[config.mk]
export PLATFORM = sky130hd
export DESIGN_NAME = retimer_channel_override_eye_monitor
export DESIGN_NICKNAME = d
export VERILOG_FILES = /design/src/rtl/retimer_pkg.sv /design/src/rtl/eye_error_counter.sv /design/src/rtl/retimer_channel_override_eye_monitor.sv
export VERILOG_INCLUDE_DIRS = /design/src /design/src/rtl
export SDC_FILE = /design/constraint.sdc
export NUM_CORES = 1
export LEC_CHECK = 0
export BUFFER_PORTS_ARGS = -buffer_cell sky130_fd_sc_hd__buf_2
export CORE_UTILIZATION = 35
export DETAILED_ROUTE_END_ITERATION = 10
export PLACE_DENSITY = 0.52
export RECOVER_POWER = 50
export SLEW_MARGIN = 40
export SYNTH_ARGS = -nofsm -noshare
export SYNTH_HDL_FRONTEND = slang
export SYNTH_SLANG_ARGS = --single-unit
[constraint.sdc]
create_clock -name clock -period 10.3 [get_ports clock]
set_clock_uncertainty 0.05 [all_clocks]
set_input_delay 0.515 -clock clock [delete_from_list [all_inputs] [get_ports clock]]
set_output_delay 0.515 -clock clock [all_outputs]
set_load 0.1 [all_outputs]
[src/rtl/retimer_defines.svh]
// register offsets, field positions, reset values and counts of the channel
`ifndef RETIMER_DEFINES_SVH
`define RETIMER_DEFINES_SVH

// register offsets
`define REG_CTLE_OV_VAL  8'h03
`define REG_DIV_OUT      8'h09
`define REG_EYE_PWR      8'h11
`define REG_DIV_OV       8'h18
`define REG_MUX_OV       8'h1e
`define REG_EYE_OV       8'h22
`define REG_SCAN         8'h24
`define REG_CNT_HI       8'h25
`define REG_CNT_LO       8'h26
`define REG_HOPEN        8'h27
`define REG_VOPEN        8'h28
`define REG_ACC          8'h2a
`define REG_CTLE_CTRL    8'h2d
`define REG_SUB_CTLE     8'h3a
`define REG_LOCK_VAL     8'h3e
`define REG_CTLE_RB      8'h52
`define REG_THR          8'h6a

// field positions
`define BIT_CTLE_OV      3
`define BIT_RAW_SEL      5
`define BIT_DIV_OV       2
`define BIT_EYE_PD       5
`define EYE_RANGE_HI     7
`define EYE_RANGE_LO     6
`define MUX_HI           7
`define MUX_LO           5
`define DIVF_HI          6
`define DIVF_CODE_HI     5
`define DIVF_LO          4
`define BIT_EYE_OV       7
`define BIT_FAST         7
`define BIT_START        0
`define BIT_LV_EN        7
`define THR_H_HI         7
`define THR_H_LO         4
`define THR_V_HI         3
`define THR_V_LO         0

// reset values
`define RST_ZERO         8'h00
`define RST_EYE_PWR      8'h20
`define RST_MUX_OV       8'h20
`define RST_LOCK_VAL     8'h80
`define RST_THR          8'h44

// counts and codes
`define DIV_MAX          3'h3
`define DIV_BY4          2'h2
`define GRID_LAST        6'h3f
`define IDX_LAST         12'hfff
`define VOLT_MID         6'h20
`define ACC_SHIFT        2
`define MODE_ADAPT_LO    2'h1
`define MODE_ADAPT_HI    2'h3

`endif

[src/rtl/retimer_pkg.sv]
// shared types of the channel override and eye monitor logic
package retimer_pkg;

	// output multiplexer source codes
	typedef enum logic [2:0] {
		MUX_RAW     = 3'b000,
		MUX_RETIMED = 3'b001,
		MUX_PRBS    = 3'b100,
		MUX_MUTE    = 3'b111
	} outMux_e;

	// eye monitor sequencer
	typedef enum logic [1:0] {
		EYE_IDLE   = 2'b00,
		EYE_HSWEEP = 2'b01,
		EYE_VSWEEP = 2'b10,
		EYE_SCAN   = 2'b11
	} eyeState_e;

	// register port request from the serial management slave
	typedef struct packed {
		logic       wrEn;
		logic       rdEn;
		logic [7:0] addr;
		logic [7:0] wrData;
	} regReq_s;

	// controls toward the analog channel
	typedef struct packed {
		logic [7:0] ctleBoost;
		logic [1:0] divCode;
		outMux_e    outSel;
		logic       chanPowerDown;
		logic       eyePowerDown;
		logic [1:0] eyeRange;
	} analogCtl_s;

	// state of the error accumulator
	typedef struct packed {
		logic [15:0] cycles;
		logic [15:0] count;
		logic        done;
	} errCnt_s;

endpackage

[src/rtl/eye_error_counter.sv]
// counts offset/primary comparator disagreements over one interval
`include "retimer_defines.svh"
module eye_error_counter
	import retimer_pkg::*;
(
	input  wire logic        clock,
	input  wire logic        srst,
	input  wire logic        restart,     // clears and starts an interval
	input  wire logic        primaryBit,  // decision of main comparator
	input  wire logic        offsetBit,   // decision of offset comparator
	input  wire logic [15:0] interval,    // cycles per interval
	output logic      [15:0] errCount,    // errors so far, saturating
	output logic             errDone      // interval complete, level
);

	errCnt_s q;  // registered state
	errCnt_s d;  // next state

	// accumulate while the interval runs; saturate instead of wrapping
	always_comb begin
		d = q;
		if (restart) begin
			d = '0;
		end else if (!q.done) begin
			d.cycles = q.cycles + 16'h0001;
			if ((primaryBit != offsetBit) && (q.count != 16'hffff)) begin
				d.count = q.count + 16'h0001;
			end
			if (d.cycles >= interval) begin
				d.done = 1'b1;
			end
		end
	end

	// state register
	always_ff @(posedge clock) begin
		if (srst) begin
			q <= '0;
		end else begin
			q <= d;
		end
	end

	assign errCount = q.count;
	assign errDone  = q.done;

endmodule // eye_error_counter

[src/rtl/retimer_channel_override_eye_monitor.sv]
// per-channel ctle, output mux and divider overrides plus eye monitor
//
// Contract
// - ctle override bit applies the override boost
// - ctle override with modes 1-3 blocks lock
// - applied ctle value always readable
// - divide by 4 or 8 uses subrate ctle
// - no input signal powers down, mutes
// - unlocked follows mux field; locked raw/retimed; here locked follows mux field unless raw select is set
// - mux 111 mutes, 100 selects prbs
// - mux 001 retimed default, 000 raw
// - automatic divider from rate and subrate code
// - divider override bit uses divider field
// - divider field 0-3 maps 1,2,4,8
// - override ratio must be in group list
// - count offset/primary comparator disagreements per interval
// - error counts readable over 64x64 grid
// - phase sweep at mid level, then voltage
// - latest openings held in two registers
// - monitor power-down resets 1, 0 powers up
// - range and power-down share one register
// - small openings under validation restart acquisition
// - scan start bit self-clears, starts at once; here only from idle, a start during a validation sweep is dropped
// - range code selects 100 to 400 mV
// - upper count read advances and restarts counter
`include "retimer_defines.svh"
module retimer_channel_override_eye_monitor
	import retimer_pkg::*;
#(
	parameter logic [15:0] LV_PERIOD = 16'h03e8 // cycles between checks
) (
	input  wire logic       clock,
	input  wire logic       srst,
	input  wire regReq_s    regReq,        // register port request
	output logic      [7:0] regRdData,     // read data, one cycle later
	input  wire logic       sigDetIn,      // signal detect, asynchronous
	input  wire logic       cdrLocked,     // clock recovery lock, same clock
	input  wire logic [7:0] adaptCtle,     // boost chosen by adaptation
	input  wire logic [1:0] ctleAdaptMode, // selected ctle adapt mode
	input  wire logic [1:0] rateDivCode,   // ratio found from bit rate/code
	input  wire logic [3:0] group0DivMask, // ratios in group-zero list
	input  wire logic       primaryBit,    // main comparator decision
	input  wire logic       offsetBit,     // offset comparator decision
	output analogCtl_s      anaCtl,        // controls toward the channel
	output logic      [5:0] eyePhase,      // offset comparator phase step
	output logic      [5:0] eyeVolt,       // offset comparator voltage step
	output logic            lockAllowed,   // acquisition may declare lock
	output logic            restartAcq     // lock lost, one-cycle pulse
);

	//////////////////////////////////////////////////////////////////////
	// state

	// every flip-flop of this module except those inside u_err lives in this one struct
	typedef struct packed {
		logic [7:0] ctleOvVal;
		logic [7:0] divOutCtrl;
		logic [7:0] eyePwrCtrl;
		logic [7:0] divOvVal;
		logic [7:0] muxOv;
		logic [7:0] eyeOvCtrl;
		logic [7:0] scanCtrl;
		logic [7:0] accTime;
		logic [7:0] ctleCtrl;
		logic [7:0] subCtle;
		logic [7:0] lockValCtrl;
		logic [7:0] thresholds;
		logic [7:0] ctleApplied;
		logic [7:0] hOpen;
		logic [7:0] vOpen;
		logic [7:0] cntHi;
		logic [7:0] cntLo;
		logic [7:0] rdData;
		eyeState_e  eyeSt;
		logic [5:0] phase;
		logic [5:0] volt;
		logic [11:0] scanIdx;
		logic [5:0] runStart;
		logic [6:0] runLen;
		logic [5:0] bestStart;
		logic [6:0] bestLen;
		logic [6:0] vCount;
		logic [15:0] lvTimer;
		logic [2:0] sync;
		logic       sigPresent;
		logic       cntRestart;
		logic       restartAcq;
		analogCtl_s ana;
	} state_s;

	state_s q;  // registered state
	state_s d;  // next state

	logic [15:0] errCount;    // current interval error count
	logic        errDone;     // interval finished
	logic [15:0] accCycles;   // interval length in clock cycles
	logic [1:0]  divNext;     // divider code now selected
	logic        ctleOvOn;    // ctle override enabled
	logic        pointOpen;   // current grid point saw no errors
	logic        pointReady;  // a fresh interval result is available

	//////////////////////////////////////////////////////////////////////
	// error accumulator

	// interval grows with the accumulation register, never zero
	assign accCycles = 16'(({8'h00, q.accTime} + 16'h0001) << `ACC_SHIFT);

	eye_error_counter u_err (
		.clock      (clock),
		.srst       (srst),
		.restart    (q.cntRestart),
		.primaryBit (primaryBit),
		.offsetBit  (offsetBit),
		.interval   (accCycles),
		.errCount   (errCount),
		.errDone    (errDone)
	);

	// done still shows the old interval during the restart cycle
	assign pointReady = errDone && !q.cntRestart;
	assign pointOpen  = (errCount == 16'h0000);

	//////////////////////////////////////////////////////////////////////
	// overrides seen by the analog side

	// override field limited to legal codes on write, low bits suffice
	assign divNext = q.divOutCtrl[`BIT_DIV_OV] ?
		q.divOvVal[`DIVF_CODE_HI:`DIVF_LO] :
		rateDivCode;
	assign ctleOvOn = q.ctleCtrl[`BIT_CTLE_OV];

	// lock is refused for the two documented misconfigurations
	assign lockAllowed =
		!(ctleOvOn && (ctleAdaptMode >= `MODE_ADAPT_LO) &&
		  (ctleAdaptMode <= `MODE_ADAPT_HI)) &&
		(!q.divOutCtrl[`BIT_DIV_OV] || group0DivMask[divNext]);

	//////////////////////////////////////////////////////////////////////
	// next-state logic

	always_comb begin
		logic [6:0] newLen;    // run length including this phase
		logic       hitLast;   // last step of a sweep
		newLen  = 7'h00;
		hitLast = 1'b0;
		d = q;
		d.restartAcq = 1'b0;
		d.cntRestart = 1'b0;

		// signal detect: a change counts once stages two and three agree
		d.sync = {q.sync[1:0], sigDetIn};
		if (q.sync[1] == q.sync[2]) begin
			d.sigPresent = q.sync[2];
		end

		// register writes
		if (regReq.wrEn) begin
			if (regReq.addr == `REG_CTLE_OV_VAL) begin
				d.ctleOvVal = regReq.wrData;
			end else if (regReq.addr == `REG_DIV_OUT) begin
				d.divOutCtrl = regReq.wrData;
			end else if (regReq.addr == `REG_EYE_PWR) begin
				d.eyePwrCtrl = regReq.wrData;
			end else if (regReq.addr == `REG_DIV_OV) begin
				d.divOvVal = regReq.wrData;
				// reserved codes leave the ratio that was in force
				if (regReq.wrData[`DIVF_HI:`DIVF_LO] > `DIV_MAX) begin
					d.divOvVal[`DIVF_HI:`DIVF_LO] =
						q.divOvVal[`DIVF_HI:`DIVF_LO];
				end
			end else if (regReq.addr == `REG_MUX_OV) begin
				d.muxOv = regReq.wrData;
			end else if (regReq.addr == `REG_EYE_OV) begin
				d.eyeOvCtrl = regReq.wrData;
			end else if (regReq.addr == `REG_SCAN) begin
				d.scanCtrl = regReq.wrData;
			end else if (regReq.addr == `REG_ACC) begin
				d.accTime = regReq.wrData;
			end else if (regReq.addr == `REG_CTLE_CTRL) begin
				d.ctleCtrl = regReq.wrData;
			end else if (regReq.addr == `REG_SUB_CTLE) begin
				d.subCtle = regReq.wrData;
			end else if (regReq.addr == `REG_LOCK_VAL) begin
				d.lockValCtrl = regReq.wrData;
			end else if (regReq.addr == `REG_THR) begin
				d.thresholds = regReq.wrData;
			end
		end

		// register reads; unmapped offsets read zero
		if (regReq.rdEn) begin
			d.rdData = 8'h00;
			if (regReq.addr == `REG_CTLE_OV_VAL) begin
				d.rdData = q.ctleOvVal;
			end else if (regReq.addr == `REG_DIV_OUT) begin
				d.rdData = q.divOutCtrl;
			end else if (regReq.addr == `REG_EYE_PWR) begin
				d.rdData = q.eyePwrCtrl;
			end else if (regReq.addr == `REG_DIV_OV) begin
				d.rdData = q.divOvVal;
			end else if (regReq.addr == `REG_MUX_OV) begin
				d.rdData = q.muxOv;
			end else if (regReq.addr == `REG_EYE_OV) begin
				d.rdData = q.eyeOvCtrl;
			end else if (regReq.addr == `REG_SCAN) begin
				d.rdData = q.scanCtrl;
			end else if (regReq.addr == `REG_CNT_HI) begin
				d.rdData = q.cntHi;
			end else if (regReq.addr == `REG_CNT_LO) begin
				d.rdData = q.cntLo;
			end else if (regReq.addr == `REG_HOPEN) begin
				d.rdData = q.hOpen;
			end else if (regReq.addr == `REG_VOPEN) begin
				d.rdData = q.vOpen;
			end else if (regReq.addr == `REG_ACC) begin
				d.rdData = q.accTime;
			end else if (regReq.addr == `REG_CTLE_CTRL) begin
				d.rdData = q.ctleCtrl;
			end else if (regReq.addr == `REG_SUB_CTLE) begin
				d.rdData = q.subCtle;
			end else if (regReq.addr == `REG_LOCK_VAL) begin
				d.rdData = q.lockValCtrl;
			end else if (regReq.addr == `REG_CTLE_RB) begin
				d.rdData = q.ctleApplied;
			end else if (regReq.addr == `REG_THR) begin
				d.rdData = q.thresholds;
			end
		end

		// periodic validation timer counts down to zero whether or not the check is armed
		if (q.lvTimer != 16'h0000) begin
			d.lvTimer = q.lvTimer - 16'h0001;
		end

		// eye monitor sequencer
		case (q.eyeSt)
			EYE_IDLE: begin
				if (regReq.wrEn && (regReq.addr == `REG_SCAN) &&
				    regReq.wrData[`BIT_FAST] &&
				    regReq.wrData[`BIT_START]) begin
					// external scan begins at once from grid origin
					d.eyeSt      = EYE_SCAN;
					d.scanIdx    = 12'h000;
					d.cntRestart = 1'b1;
				end else if (q.lockValCtrl[`BIT_LV_EN] && cdrLocked &&
				             !q.eyeOvCtrl[`BIT_EYE_OV] &&
				             (q.lvTimer == 16'h0000)) begin
					// only from idle, so a running scan is never disturbed
					d.eyeSt      = EYE_HSWEEP;
					d.phase      = 6'h00;
					d.volt       = `VOLT_MID;
					d.runLen     = 7'h00;
					d.bestLen    = 7'h00;
					d.bestStart  = 6'h00;
					d.cntRestart = 1'b1;
				end
			end
			EYE_HSWEEP: begin
				// phase sweep over one unit interval at mid level
				if (pointReady) begin
					hitLast = (q.phase == `GRID_LAST);
					if (pointOpen) begin
						newLen   = q.runLen + 7'h01;
						d.runLen = newLen;
						if (q.runLen == 7'h00) begin
							d.runStart = q.phase;
						end
						if (newLen > q.bestLen) begin
							d.bestLen   = newLen;
							d.bestStart = (q.runLen == 7'h00) ?
								q.phase : q.runStart;
						end
					end else begin
						d.runLen = 7'h00;
					end
					if (hitLast) begin
						// park phase on the centre of the widest run
						d.hOpen  = {1'b0, d.bestLen};
						d.phase  = 6'(d.bestStart + d.bestLen[6:1]);
						d.volt   = 6'h00;
						d.vCount = 7'h00;
						d.eyeSt  = EYE_VSWEEP;
					end else begin
						d.phase = q.phase + 6'h01;
					end
					d.cntRestart = 1'b1;
				end
			end
			EYE_VSWEEP: begin
				// voltage sweep with phase held at the centre
				if (pointReady) begin
					if (pointOpen) begin
						d.vCount = q.vCount + 7'h01;
					end
					if (q.volt == `GRID_LAST) begin
						d.vOpen = {1'b0, d.vCount};
						// threshold nibbles compare in steps of four
						if (({1'b0, d.vCount} <
						     {2'b00, q.thresholds[`THR_V_HI:`THR_V_LO],
						      2'b00}) ||
						    (q.hOpen <
						     {2'b00, q.thresholds[`THR_H_HI:`THR_H_LO],
						      2'b00})) begin
							d.restartAcq = 1'b1;
						end
						d.volt    = `VOLT_MID;
						d.lvTimer = LV_PERIOD;
						d.eyeSt   = EYE_IDLE;
					end else begin
						d.volt       = q.volt + 6'h01;
						d.cntRestart = 1'b1;
					end
				end
			end
			EYE_SCAN: begin
				// keep the last finished count for the register port
				if (pointReady) begin
					d.cntHi = errCount[15:8];
					d.cntLo = errCount[7:0];
				end
				if (!d.scanCtrl[`BIT_FAST]) begin
					d.eyeSt = EYE_IDLE;
				end else if (regReq.rdEn &&
				             (regReq.addr == `REG_CNT_HI)) begin
					if (q.scanIdx == `IDX_LAST) begin
						d.eyeSt = EYE_IDLE;
					end else begin
						d.scanIdx    = q.scanIdx + 12'h001;
						d.cntRestart = 1'b1;
					end
				end
				d.phase = d.scanIdx[11:6];
				d.volt  = d.scanIdx[5:0];
			end
			default: begin
				d.eyeSt = EYE_IDLE;
			end
		endcase

		// start bit reads back set only while the scan is running
		d.scanCtrl[`BIT_START] = (d.eyeSt == EYE_SCAN);

		// ctle: subrate level beats override beats adaptation
		if (divNext >= `DIV_BY4) begin
			d.ctleApplied = q.subCtle;
		end else if (ctleOvOn) begin
			d.ctleApplied = q.ctleOvVal;
		end else begin
			d.ctleApplied = adaptCtle;
		end
		d.ana.ctleBoost = d.ctleApplied;
		d.ana.divCode   = divNext;

		// output source
		if (!q.sigPresent) begin
			d.ana.outSel = MUX_MUTE;
		end else if (cdrLocked && q.divOutCtrl[`BIT_RAW_SEL]) begin
			d.ana.outSel = MUX_RAW;
		end else begin
			case (q.muxOv[`MUX_HI:`MUX_LO])
				MUX_MUTE:    d.ana.outSel = MUX_MUTE;
				MUX_PRBS:    d.ana.outSel = MUX_PRBS;
				MUX_RAW:     d.ana.outSel = MUX_RAW;
				default:     d.ana.outSel = MUX_RETIMED;
			endcase
		end
		d.ana.chanPowerDown = !q.sigPresent;

		// monitor wakes for periodic sweeps or when software clears pd
		d.ana.eyePowerDown = q.eyePwrCtrl[`BIT_EYE_PD] &&
			(q.eyeSt != EYE_HSWEEP) && (q.eyeSt != EYE_VSWEEP);
		d.ana.eyeRange =
			q.eyePwrCtrl[`EYE_RANGE_HI:`EYE_RANGE_LO];
	end

	//////////////////////////////////////////////////////////////////////
	// state register

	always_ff @(posedge clock) begin
		if (srst) begin
			q             <= '0;
			q.eyePwrCtrl  <= `RST_EYE_PWR;
			q.muxOv       <= `RST_MUX_OV;
			q.lockValCtrl <= `RST_LOCK_VAL;
			q.thresholds  <= `RST_THR;
			q.volt        <= `VOLT_MID;
			q.lvTimer     <= LV_PERIOD;
			q.ana.outSel  <= MUX_MUTE;
			q.ana.chanPowerDown <= 1'b1;
			q.ana.eyePowerDown  <= 1'b1;
		end else begin
			q <= d;
		end
	end

	assign regRdData  = q.rdData;
	assign anaCtl     = q.ana;
	assign eyePhase   = q.phase;
	assign eyeVolt    = q.volt;
	assign restartAcq = q.restartAcq;

	//////////////////////////////////////////////////////////////////////
	// assertions

	a_ctle_override: assert property (@(posedge clock) disable iff (srst)
		(ctleOvOn && (divNext < `DIV_BY4)) |=>
		(q.ctleApplied == $past(q.ctleOvVal)))
		else $error("override boost not applied");

	a_lock_blocked: assert property (@(posedge clock) disable iff (srst)
		(ctleOvOn && (ctleAdaptMode != 2'h0)) |-> !lockAllowed)
		else $error("lock allowed with ctle override");

	a_readback_ctle: assert property (@(posedge clock) disable iff (srst)
		(regReq.rdEn && (regReq.addr == `REG_CTLE_RB)) |=>
		(regRdData == $past(q.ctleApplied)) && (anaCtl.ctleBoost ==
		q.ctleApplied))
		else $error("ctle readback mismatch");

	a_subrate_ctle: assert property (@(posedge clock) disable iff (srst)
		(divNext >= `DIV_BY4) |=> (anaCtl.ctleBoost == $past(q.subCtle)))
		else $error("subrate ctle not applied");

	a_mute_nosig: assert property (@(posedge clock) disable iff (srst)
		!q.sigPresent |=> (anaCtl.outSel == MUX_MUTE) &&
		anaCtl.chanPowerDown)
		else $error("channel not muted without signal");

	a_prbs_select: assert property (@(posedge clock) disable iff (srst)
		(q.sigPresent && !cdrLocked &&
		 (q.muxOv[`MUX_HI:`MUX_LO] == 3'b100)) |=>
		(anaCtl.outSel == MUX_PRBS))
		else $error("prbs source not selected");

	a_div_override: assert property (@(posedge clock) disable iff (srst)
		q.divOutCtrl[`BIT_DIV_OV] |=>
		(anaCtl.divCode == $past(q.divOvVal[`DIVF_CODE_HI:`DIVF_LO])))
		else $error("divider override ignored");

	a_div_reserved: assert property (@(posedge clock) disable iff (srst)
		(regReq.wrEn && (regReq.addr == `REG_DIV_OV) &&
		 (regReq.wrData[`DIVF_HI:`DIVF_LO] > `DIV_MAX)) |=>
		(q.divOvVal[`DIVF_HI:`DIVF_LO] ==
		 $past(q.divOvVal[`DIVF_HI:`DIVF_LO])))
		else $error("reserved divider code accepted");

	a_scan_advance: assert property (@(posedge clock) disable iff (srst)
		((q.eyeSt == EYE_SCAN) && q.scanCtrl[`BIT_FAST] && regReq.rdEn &&
		 (regReq.addr == `REG_CNT_HI) && (q.scanIdx != `IDX_LAST)) |=>
		(q.scanIdx == $past(q.scanIdx) + 12'h001) && q.cntRestart)
		else $error("scan did not advance on upper read");

	a_pd_reset: assert property (@(posedge clock)
		$fell(srst) |-> q.eyePwrCtrl[`BIT_EYE_PD] && anaCtl.eyePowerDown)
		else $error("monitor not powered down after reset");

endmodule // retimer_channel_override_eye_monitor

After elaboration in Yosys (flattened, before gate mapping)
Index checks and enable logic that the tools add are counted.
Widths: inputs -> output; s select.
Word-level totals
  memories kept: 0
  word-level logic and storage cells: 269
  bits in registers: 265
  input port bits: 40
  output and inout port bits: 39
  latch bits: 0
  bits in read-only memories: 0
  memory bits (writable): 0
Cells by class
  magnitude comparators: 9
  bitwise gates (word level): 17
  shift operators: 0
  reductions and logical operators: 58
  add/subtract/negate cells: 10
  multiply operators: 0
  multiplexer cells: 96
  equal/unequal tests: 37
  div/mod/pow operators: 0
Operators with widths (count)
  $mux 48: 7
  $mux 8: 26
  $eq 8x6->1 const B: 10
  $mux 16: 4
  $mux 12: 5
  $mux 13: 4
  $mux 20: 2
  $mux 40: 1
  $pmux 20 s2: 1
  $mux 7: 5
  $add 16x1->16 const B: 2
  $logic_not 16->1: 2
  $mux 32: 1
  $mux 6: 5
  $mux 14: 2
  $mux 27: 1
  $eq 8x5->1 const B: 3
  $mux 24: 1
  $pmux 12 s2: 1
  $pmux 6 s4: 1
  $mux 23: 1
  $mux 2: 9
  $pmux 6 s3: 1
  $not 1->1: 17
  other kinds (57): 115

Depth between registers and ports, before layout
Gate-level depths: netlist (run 1).
  depth after elaboration: 18
  gate-level depth with buffers: 20
  gate-level depth less buffers: 19

By module
From an unflattened synthesis (run 1), not the netlist that was laid out.
Second synthesis, totals
  cells, all modules: 1739
  area, all modules: 14372.5 µm²
By module, submodules not included
  retimer_channel_override_eye_monitor: times used 1, area each 12036.5 µm², sequential area each 4644.5 µm², cells an instance 1467
  eye_error_counter: times used 1, area each 2336.0 µm², sequential area each 660.6 µm², cells an instance 272

Worst setup path before layout (run 1)
OpenSTA, ideal clock, no wires.
  kind: reg2reg
  from: register q[59] in the netlist's numbering
  to: register q (netlist bit eyePhase[5])
  path slack: 6.124 ns
  setup time: 0.075 ns
  arrival time: 4.051 ns
  path buffers: 1
  stages on the path, launching flop included: 19
  path through: dfxtp_1 > ha_1 > nand3_1 > xor2_1 > inv_1 > ha_1 > a2111o_1 > o211ai_1 > or2_2 > clkbuf_1 > o21ai_0 > ha_1 > a21o_1 > a21oi_1 > o21bai_1 > a21oi_1 > xor2_1 > or3_1 > a31oi_1
Between the ends
  cells in the longest elaborated chain, start to end: 10
Ends and longest elaborated chain
  start: declaration: line retimer_channel_override_eye_monitor.sv:91  | state_s q;
  $add 7x1->7 or $logic_not 7->1 (tied branches): line retimer_channel_override_eye_monitor.sv:263, retimer_channel_override_eye_monitor.sv:270
  $gt 7x7->1 or $mux 6 (tied branches)
  $mux 13 *: line retimer_channel_override_eye_monitor.sv:268  | if (newLen > q.bestLen) begin
  $mux 13 *: line retimer_channel_override_eye_monitor.sv:262  | if (pointOpen) begin
  $mux 13 *: line retimer_channel_override_eye_monitor.sv:260  | if (pointReady) begin
  $mux 13 *: line retimer_channel_override_eye_monitor.sv:236  | case (q.eyeSt)
  $add 6x6->6 *: line retimer_channel_override_eye_monitor.sv:279  | d.phase = 6'(d.bestStart + d.bestLen[6:1]);
  $mux 6 *: line retimer_channel_override_eye_monitor.sv:276  | if (hitLast) begin
  $mux 14 *: line retimer_channel_override_eye_monitor.sv:260
  $pmux 6 s3 *: line retimer_channel_override_eye_monitor.sv:236
Mark *: on every way between the ends. The rest lies on a longest branch, timed or not. The select of a mux whose other input is x is not followed.
A chain may end at the register's enable or synchronous reset.

Final worst setup path (run 1)
  from: input port srst
  to: register q (netlist bit anaCtl[5])
Between the ends
  cells in the longest elaborated chain, start to end: 1
Ends and longest elaborated chain
  start: declaration: line retimer_channel_override_eye_monitor.sv:33  | input wire logic srst,
  $reduce_or 2->1 (no source line)
Every way passes these cells.

==> impl_metrics.json, run 1 <==
{
  "outcome": "finished, violations left",
  "failed_checks": "capacitance limit, slew limit",
  "synth_area_um2": 14000,
  "drtIter0Drc": 874,
  "finalWorstSetupSlack_ns": 5.40,
  "most_frequently_used_flop_master_after_synthesis": "dfxtp_1",
  "rsz0062_at_grt": "false",
  "coreArea_um2": 39000,
  "cts_inserted_buffers": 31,
  "row_count": 72,
  "routed_via_density": 5.39,
  "fp.dieArea_um2": 40800,
  "via_count": 12100,
  "max_cap_violations": 3,
  "leakagePower_nw": 5.54,
  "yosys.area.top_type_share_pct": 37.9,
  "placed_cells_incl_taps": 2179,
  "fin_crit_ns": 4.90,
  "area.growth.synth_to_final_pct": 10.7,
  "die_width_um": 202,
  "number_of_global_route_vias_before_repair": 11200,
  "timing.fmax_ghz": 0.204,
  "final_layout_net_count": 1775,
  "synth_top_cells_by_count": "265 x dfxtp_1, 222 x nor2_1, 198 x nand2_1",
  "cts_setup_buffers": 0,
  "worstSetupStartpointType": "input pin",
  "drive_above_1_share_pct": 8.08,
  "dominant_cell_type_by_area_after_synthesis": "dfxtp_1",
  "count_of_mapped_cells_out_of_synthesis": 1709,
  "cts_tree": "yes",
  "port_buffers": 78,
  "route.antenna.remaining_nets": 0,
  "worstSetupStartpoint": "srst",
  "ir_worst_vdd_mv": 0.111,
  "clk_latency_ns": 0.58,
  "ctsHtreeMaxLevel": 1,
  "postCtsHoldBufs": 0,
  "maximum_root_to_sink_buffer_count": 3,
  "routedWlPerCell_um": 18.0,
  "preCtsSetupSlack_ns": 5.60,
  "antennaDiodeCount": 0,
  "synth.net_count": 1789,
  "power_per_standard_cell_area_nw_per_um2": 161,
  "placedInstanceArea_um2": 14400,
  "final_wl_um": 40400,
  "worst_ep_required_time_ns": 10.76,
  "hold_violations": 0,
  "synth.distinct_cells": 84,
  "max_slew.worst_pin.slew_ns": 2.68,
  "yosys-top-cells-area": "dfxtp_1 38%, mux2i_1 7.0%, nor2_1 6.0%",
  "synth_seq_area_share_pct": 37.9,
  "end_kind": "register",
  "global_route_wire_length_before_repair_um": 63600,
  "hold_class": "input pin to register",
  "crit_type": "input pin to register",
  "globalRouteOverflowTotal": 0,
  "worst-endpoint-arrival_ns": 5.36,
  "max_slew_margin_pct": -78.8,
  "post_cts.resized_instances": 0,
  "path_max_fanout": 97,
  "routability_congestion_estimate_from_global_placement": 0.879,
  "timing.rr.start": "q[59]",
  "drc": 0,
  "timing_max_transition_violations_final": 147,
  "postSynth.asyncResetShare_pct": 0,
  "start_util_pct": 35.9,
  "drt_pre_antenna_iters": 7,
  "clkSinkCount": 265,
  "num-fill-cells": 4017,
  "cts-root-buf": "clkbuf_16",
  "dp.final_hpwl_um": 28300,
  "synth.avg_cell_area_um2": 8.19,
  "io_pins": 79,
  "timing.setup.tns_ns": 0,
  "synth-warning-count": 0,
  "postLayoutCoreUtil_pct": 39.7,
  "hold_path_startpoint": "sigDetIn",
  "post-route-cell-area_um2": 15500,
  "post_synth_edffs": 0,
  "grt_max_degree": 98,
  "yosys_register_bits": 265,
  "initial_antenna_violation_count": 0,
  "layout.cells.non_filler": 2238,
  "die_h_um": 202,
  "grt_use_total_pct": 19.3,
  "min_period_over_period_pct": 47.5,
  "post-synth-top-count-cell": "dfxtp_1",
  "clkSlewWorstSetupHoldPaths_ns": 0.06,
  "report.final.setup_viol": 0
}
cell families after synthesis:
family | Yosys count | share of synthesized area, %
compound gates | 363 | 16.2
fa+ha+maj | 40 | 3.63
flops | 265 | 37.9
mux | 108 | 7.81
xor+xnor | 80 | 5.00
simple gates | 675 | 23.2
buf+inv | 178 | 6.27
metal layers:
metal,share of wire (%),routed length (µm),track usage (%)
met5,0,0,0
met1,47,19000,27.2
met3,6.1,2470,2.82
met4,2.8,1130,6.30
met2,44,17800,30.1
sequential cells by signal, indices dropped and copies added (netlist names), 4 cells and up:
signal          count
d                   4
regRdData           8
u_err.errCount     16
anaCtl             17
eyeVolt             6
q                 189
eyePhase            6
u_err.q            16
through the flow:
stage               total power [W]  hold slack, ns
global route                0.00259          0.0862
floorplan                   0.00126           0.364
finish                      0.00249          0.0893
detailed placement          0.00132           0.379
CTS                         0.00252          0.0609
global placement            0.00131           0.368
final timing paths:
| kind | end | slack, ns | cells past startpoint |
|---|---|---|---|
| worst max-delay path | anaCtl[5] | 5.40 | 5 |
| worst max register to register | eyePhase[5] | 5.61 | 18 |
| worst min register to register | d[22] | 0.39 | 1 |
| worst min-delay path | d[21] | 0.09 | 2 |
critical path, cell delays in order:
cell and delay (ns):
clkbuf_1 1.69, clkbuf_1 2.00, buf_6 0.74, nor2b_1 0.19, o21ai_0 0.11
placed cells by master, fill, tap and decap left out, types with 39 or more instances in the layout:
| master | count |
|---|---|
| ha_1 | 39 |
| buf_2 | 40 |
| nand3_1 | 67 |
| clkbuf_1 | 49 |
| xnor2_1 | 44 |
| a21oi_1 | 148 |
| o21ai_0 | 66 |
| inv_1 | 40 |
| dfxtp_1 | 265 |
| nand2_1 | 198 |
| mux2i_1 | 98 |
| nor2_1 | 219 |
final cells by class:
type / instances / area [µm²] / area share (%)
Multi-Input combinational cell: 1266 / 7860 / 50.7
Clock buffer: 44 / 885 / 5.71
Clock inverter: 14 / 230 / 1.49
Inverter: 41 / 154 / 0.993
Sequential cell: 265 / 5310 / 34.2
Tap cell: 518 / 648 / 4.18
Timing Repair Buffer: 90 / 422 / 2.72
power breakdown:
group / leakage [nW] / switching, W / internal (W)
Combinational: 2.86 / 0.000166 / 0.0000657
Sequential: 2.14 / 0.0000173 / 0.00104
Clock: 0.547 / 0.000454 / 0.000746
Total: 5.54 / 0.000637 / 0.00185
(Power assumes the default switching activity.)
==> inputs of run 2 (changes only) <==
PLACE_DENSITY = 0.53   (was 0.52)
clock period = 4.25 ns   (was 10.3 ns; I/O delays follow)
==> run 2 against run 1 <==
The flow still finishes with violations (capacitance limit, slew limit); flip-flop and latch count unchanged; via count up 1.5%; register-to-register slack worse by 5.4 ns; die area unchanged; cell area up 1.6%; sequential power up 140%; clock power up 120%; clock-buffer cell count down 1; hold slack worse by 0.051 ns; first-iteration DRC count up 5.6%; critical path type is now register to register; largest power group unchanged.
==> impl_metrics.json, run 2 (synthesis gave the netlist of run 1 again) <==
{
  "row_count": 72,
  "port_buffers": 78,
  "cts_inserted_buffers": 31,
  "antennaDiodeCount": 0,
  "ir_worst_vdd_mv": 0.322,
  "number_of_global_route_vias_before_repair": 11500,
  "cts_tree": "yes",
  "maximum_root_to_sink_buffer_count": 3,
  "max_stage_delay_ns": 0.41,
  "destination_of_the_worst_register_to_register_timing_path": "eyePhase[4]",
  "relative_contribution_of_the_clock_network_to_total_power_pct": 45.7,
  "leakagePower_nw": 5.67,
  "global_route_wire_length_before_repair_um": 65000,
  "worstSetupStartpointType": "register",
  "cts-root-buf": "clkbuf_16",
  "routed_via_density": 5.40,
  "cell_int_power_w": 0.00433,
  "clkSinkCount": 265,
  "max_cap_violations": 2,
  "final_wl_um": 40900,
  "layout.cells.most_common": "dfxtp_1",
  "final_layout_net_count": 1810,
  "power_per_standard_cell_area_nw_per_um2": 373,
  "regMostFlops": "q",
  "dp.final_hpwl_um": 28600,
  "final_cell_mix": "264 x dfxtp_1, 221 x nor2_1, 198 x nand2_1",
  "path_max_fanout": 3,
  "max_slew.worst_pin.slew_ns": 2.80,
  "hold-worst-slack_ns": 0.0380,
  "postLayoutCoreUtil_pct": 40.4,
  "min_period_over_period_pct": 95.0,
  "grt_use_total_pct": 19.8,
  "rsz0062_at_grt": "true",
  "globalRouteOverflowTotal": 0,
  "hold_path_end": "anaCtl[8]",
  "power.switching_w": 0.00155,
  "drc": 0,
  "worst_ep_required_time_ns": 4.71,
  "largest_reg_flops": 189,
  "drt_pre_antenna_iters": 7,
  "crit_path_cell_trace": "ha_2, nand3_1, xor2_2, inv_1, ha_1, a2111o_1, o211ai_1, mux2_2, ha_1, fa_1, a21o_1, a21oi_1, xnor2_1, nand2_1, a31oi_1, o21ai_0, a21oi_1",
  "via_count": 12300,
  "timing.fmax_ghz": 0.248,
  "r2r_cells": 17,
  "coreArea_um2": 39000,
  "critical-path-slowest-cell": "fa_1",
  "die_h_um": 202,
  "ctsHtreeMaxLevel": 1,
  "start_util_pct": 35.9,
  "hold_violations": 0,
  "worst-endpoint-arrival_ns": 4.49,
  "crit_type": "register to register",
  "route.antenna.remaining_nets": 0,
  "timing.rr.start": "q[59]",
  "power_w": 0.00588,
  "area.growth.synth_to_final_pct": 12.4,
  "drive_above_1_share_pct": 9.02,
  "drtIter0Drc": 923,
  "report.final.setup_viol": 0,
  "clkSlewWorstSetupHoldPaths_ns": 0.06,
  "end_kind": "register",
  "fp.dieArea_um2": 40800,
  "failed_checks": "capacitance limit, slew limit",
  "routability_congestion_estimate_from_global_placement": 0.864,
  "outcome": "finished, violations left",
  "min_delay_path_depth": 4,
  "power_frac_seq_pct": 43.8,
  "grt_max_degree": 177,
  "hold_class": "input pin to register",
  "timing_max_transition_violations_final": 164,
  "max_slew_margin_pct": -86.9,
  "num-fill-cells": 3951,
  "routedWlPerCell_um": 18.0,
  "netSwitchingFraction_pct": 26.3,
  "hold_path_startpoint": "rateDivCode[1]",
  "initial_antenna_violation_count": 0,
  "io_pins": 79,
  "pwr-share-comb_pct": 10.5,
  "rrSetupSlack_ns": 0.21,
  "die_width_um": 202,
  "clk_latency_ns": 0.58,
  "cp.buffers_inverters": 1,
  "fin_crit_ns": 4.04,
  "critPathTopFamily": "compound AO/OA/AOI/OAI gates"
}
[run 2: layout make-up]
| cell class | instances | area, µm² | area share, % |
|---|---|---|---|
| repair buffers | 125 | 747 | 4.75 |
| well taps | 518 | 648 | 4.12 |
| multi-input cells | 1266 | 7870 | 50.0 |
| clock inverters | 12 | 145 | 0.922 |
| flip-flops and latches | 265 | 5310 | 33.7 |
| clock buffers | 43 | 871 | 5.53 |
| inverters | 41 | 154 | 0.978 |
[run 2: metrics by stage]
step | area (µm²) | setup TNS [ns] | setup slack, ns | std cells
floorplan | 14000 | 0 | 0.0739 | 1709
global placement | 14500 | 0 | 0.240 | 2195
detailed placement | 14600 | 0 | 0.199 | 2195
CTS | 15700 | 0 | 0.174 | 2267
global route | 15700 | -0.00970 | -0.00970 | 2270
finish | 15700 | 0 | 0.212 | 2270
[run 2: repair_timing]
action,CTS,global route
endpoints found under the setup margin,0,2
setup buffers,0,2
endpoints found under the hold margin,53,0
gates resized for setup,0,8
hold buffers,17,0
[run 2: how the worst max path moves through the flow]
| stage | cells past startpoint | to | start |
|---|---|---|---|
| 2_1_floorplan | 18 | eyePhase[5] | q[59] |
| 3_3_place_gp | 17 | eyePhase[4] | q[60] |
| 3_5_place_dp | 17 | eyePhase[5] | q[60] |
| 4_1_cts | 18 | eyePhase[5] | q[60] |
| 5_1_grt | 17 | eyePhase[4] | q[59] |
| 6_report | 17 | eyePhase[4] | q[59] |
[run 2: worst min-delay path: stages]
cell and delay, ns:
buf_2 0.08, mux2i_1 0.05, buf_4 0.20, nor2_1 0.09
[run 2: layer usage]
| metal | GRT usage (%) | wire, µm | vias to the layer above |
|---|---|---|---|
| met5 | 0 | 0 | - |
| met1 | 27.5 | 19100 | 5787 |
| met4 | 6.33 | 1300 | 0 |
| met3 | 3.03 | 2300 | 81 |
| met2 | 31.2 | 18200 | 346 |
| li1 | - | - | 6040 |
[run 2: power groups by stage]
stage / Sequential (W) / Combinational [W] / Clock [W]
2_1_floorplan: 0.00261 / 0.000431 / 0
3_3_place_gp: 0.00263 / 0.000577 / 0
3_5_place_dp: 0.00263 / 0.000583 / 0
4_1_cts: 0.00257 / 0.000598 / 0.00275
5_1_grt: 0.00258 / 0.000668 / 0.00286
6_report: 0.00258 / 0.000615 / 0.00269
==> inputs of run 3 (changes only) <==
CORE_MARGIN = 1.5   (was unset)
SYNTH_HIERARCHICAL = 1   (was unset)
==> run 3 against run 2 <==
The flow still finishes with violations (capacitance limit, slew limit); flip-flop and latch count did not move; critical endpoint unchanged; non-clock buffer count rose by 1; hold slack got worse by 0.011 ns; highest routed layer unchanged; cell area rose by 2.0%; sequential share of layout area fell by 0.65 points; via count rose by 1.4%; critical path type unchanged.
==> impl_metrics.json, run 3 <==
{
  "min_period_over_period_pct": 93.5,
  "drtIter0Drc": 1014,
  "destination_of_the_worst_register_to_register_timing_path": "eyePhase[4]",
  "path_max_fanout": 11,
  "postLayoutCoreUtil_pct": 39.5,
  "crit_end": "eyePhase[4]",
  "worstSetupStartpoint": "q[60]",
  "clkSinkCount": 265,
  "post-route-cell-area_um2": 16100,
  "routability_congestion_estimate_from_global_placement": 0.856,
  "yosys_register_bits": 265,
  "finalWorstSetupSlack_ns": 0.277,
  "placed_cells_incl_taps": 2238,
  "rrSetupSlack_ns": 0.28,
  "routed_via_density": 5.37,
  "worst_ep_required_time_ns": 4.62,
  "final_wl_um": 41100,
  "io_pins": 79,
  "start_util_pct": 35.4,
  "r2r_cells": 20,
  "fin_crit_ns": 3.97,
  "synth_area_um2": 14400,
  "dp.final_hpwl_um": 29100,
  "cts_tree": "yes",
  "die_width_um": 206,
  "outcome": "finished, violations left",
  "final_layout_net_count": 1842,
  "synth.distinct_cells": 83,
  "post_synth_edffs": 0,
  "port_buffers": 78,
  "drt_pre_antenna_iters": 5,
  "worst-endpoint-arrival_ns": 4.34,
  "via_count": 12400,
  "timing_max_transition_violations_final": 115,
  "largest_reg_flops": 189,
  "postSynth.asyncResetShare_pct": 0,
  "placedInstanceArea_um2": 14900,
  "layout.cells.most_common": "dfxtp_1",
  "hold_violations": 0,
  "crit_type": "register to register",
  "clkSlewWorstSetupHoldPaths_ns": 0.06,
  "synth_top_cells_by_count": "265 x dfxtp_1, 231 x nor2_1, 188 x nand2_1",
  "failed_checks": "capacitance limit, slew limit",
  "ir_worst_vdd_mv": 0.330,
  "power_per_standard_cell_area_nw_per_um2": 358,
  "leakagePower_nw": 5.86,
  "area.growth.synth_to_final_pct": 11.7,
  "die_h_um": 206,
  "globalRouteOverflowTotal": 0,
  "synth-warning-count": 6,
  "drc": 0,
  "worstSetupStartpointType": "register",
  "report.final.setup_viol": 0,
  "final_cell_mix": "262 x dfxtp_1, 230 x nor2_1, 188 x nand2_1",
  "maximum_root_to_sink_buffer_count": 3,
  "hold_class": "input pin to register",
  "route.antenna.remaining_nets": 0,
  "coreArea_um2": 40600,
  "yosys-top-cells-area": "dfxtp_1 37%, mux2i_1 7.7%, nor2_1 6.0%",
  "grt_max_degree": 94,
  "antennaDiodeCount": 0,
  "cts_inserted_buffers": 31,
  "fp.dieArea_um2": 42300,
  "seqCellArea_um2": 5310,
  "end_kind": "register",
  "cts-root-buf": "clkbuf_16",
  "max_cap_violations": 3,
  "timing.rr.start": "q[60]",
  "footprint_of_the_multi_input_gates_um2": 8060,
  "grt_use_total_pct": 19.4,
  "timing.fmax_ghz": 0.252,
  "yosys.area.top_type_share_pct": 36.9,
  "layout.cells.non_filler": 2314,
  "number_of_global_route_vias_before_repair": 11400,
  "preCtsSetupSlack_ns": 0.0174,
  "dominant_cell_type_by_area_after_synthesis": "dfxtp_1",
  "row_count": 74,
  "timing.setup.tns_ns": 0,
  "post-synth-top-count-cell": "dfxtp_1",
  "num-fill-cells": 4153,
  "regMostFlops": "q",
  "routedWlPerCell_um": 17.8,
  "max_slew.worst_pin.slew_ns": 1.86,
  "ctsHtreeMaxLevel": 1,
  "clk_latency_ns": 0.59,
  "max_slew_margin_pct": -24.0,
  "synth_seq_area_share_pct": 36.9,
  "drive_above_1_share_pct": 9.26,
  "synth.avg_cell_area_um2": 8.26,
  "global_route_wire_length_before_repair_um": 65100,
  "count_of_mapped_cells_out_of_synthesis": 1739,
  "most_frequently_used_flop_master_after_synthesis": "dfxtp_1",
  "initial_antenna_violation_count": 1
}
-- run 3: worst min path at each step --
stage                   start  endpoint  slack [ns]  cells after the start
floorplan            sigDetIn     d[21]        0.29                      1
global placement     sigDetIn     d[21]        0.38                      2
detailed placement   sigDetIn     d[21]        0.38                      2
CTS                 regReq[2]    q[188]       0.005                      3
global route        regReq[2]    q[188]        0.02                      3
finish              regReq[2]    q[188]        0.03                      3
-- run 3: cell type report --
type / count / share of cell area [%]
Clock buffer: 42 / 5.52
Clock inverter: 16 / 1.18
Inverter: 57 / 1.33
Multi-Input combinational cell: 1276 / 50.2
Sequential cell: 265 / 33.1
Tap cell: 532 / 4.15
Timing Repair Buffer: 126 / 4.58
-- run 3: repair_timing --
item                                    4_1_cts  5_1_grt
endpoints found under the hold margin        53        0
endpoints found under the setup margin        1        5
buffers inserted                              0        1
gates resized for setup                       1       17
pin swaps                                     0        3
hold buffers                                 17        0
-- run 3: per-layer routing --
metal / share of wire, % / up-vias / wire length (µm) / global-route usage, %
met4: 2.3 / 0 / 935 / 4.90
met5: 0 / - / 0 / 0
met1: 49 / 5917 / 20000 / 27.8
li1: - / 6157 / - / -
met2: 44 / 292 / 18100 / 30.5
met3: 4.9 / 60 / 2030 / 2.42
-- run 3: critical path: stages, from the launching register on --
cell	delay (ns)
dfxtp_2	0.37
ha_2	0.23
nand3_1	0.17
xor2_2	0.25
inv_1	0.07
ha_1	0.30
nand4_1	0.18
a21oi_2	0.18
o21ai_1	0.10
or2_4	0.31
o21ai_2	0.18
ha_1	0.19
inv_1	0.06
fa_1	0.39
inv_1	0.07
a21o_1	0.11
a21oi_1	0.07
xnor2_1	0.13
a21oi_1	0.15
a2bb2oi_1	0.19
o22ai_1	0.09
-- run 3: where the power goes --
part	internal, W	total [W]	switching [W]
Combinational	0.000119	0.000411	0.000292
Clock	0.00170	0.00280	0.00111
Sequential	0.00251	0.00253	0.0000251
Total	0.00432	0.00575	0.00143
-- run 3: logic make-up after synthesis --
| kind of cell | Yosys count | synth area share, % |
|---|---|---|
| fa+ha+maj | 45 | 3.97 |
| simple gates | 685 | 23.4 |
| other cells | 1 | 0.0261 |
| mux | 115 | 8.05 |
| flops | 265 | 36.9 |
| xor+xnor | 79 | 4.81 |
| compound gates | 345 | 15.8 |
| buf+inv | 204 | 7.03 |
-- run 3: through the flow --
stage	hold WS [ns]	power (W)
3_3_place_gp	0.380	0.00298
5_1_grt	0.0206	0.00597
3_5_place_dp	0.379	0.00298
4_1_cts	0.00483	0.00582
2_1_floorplan	0.291	0.00287
6_report	0.0273	0.00575
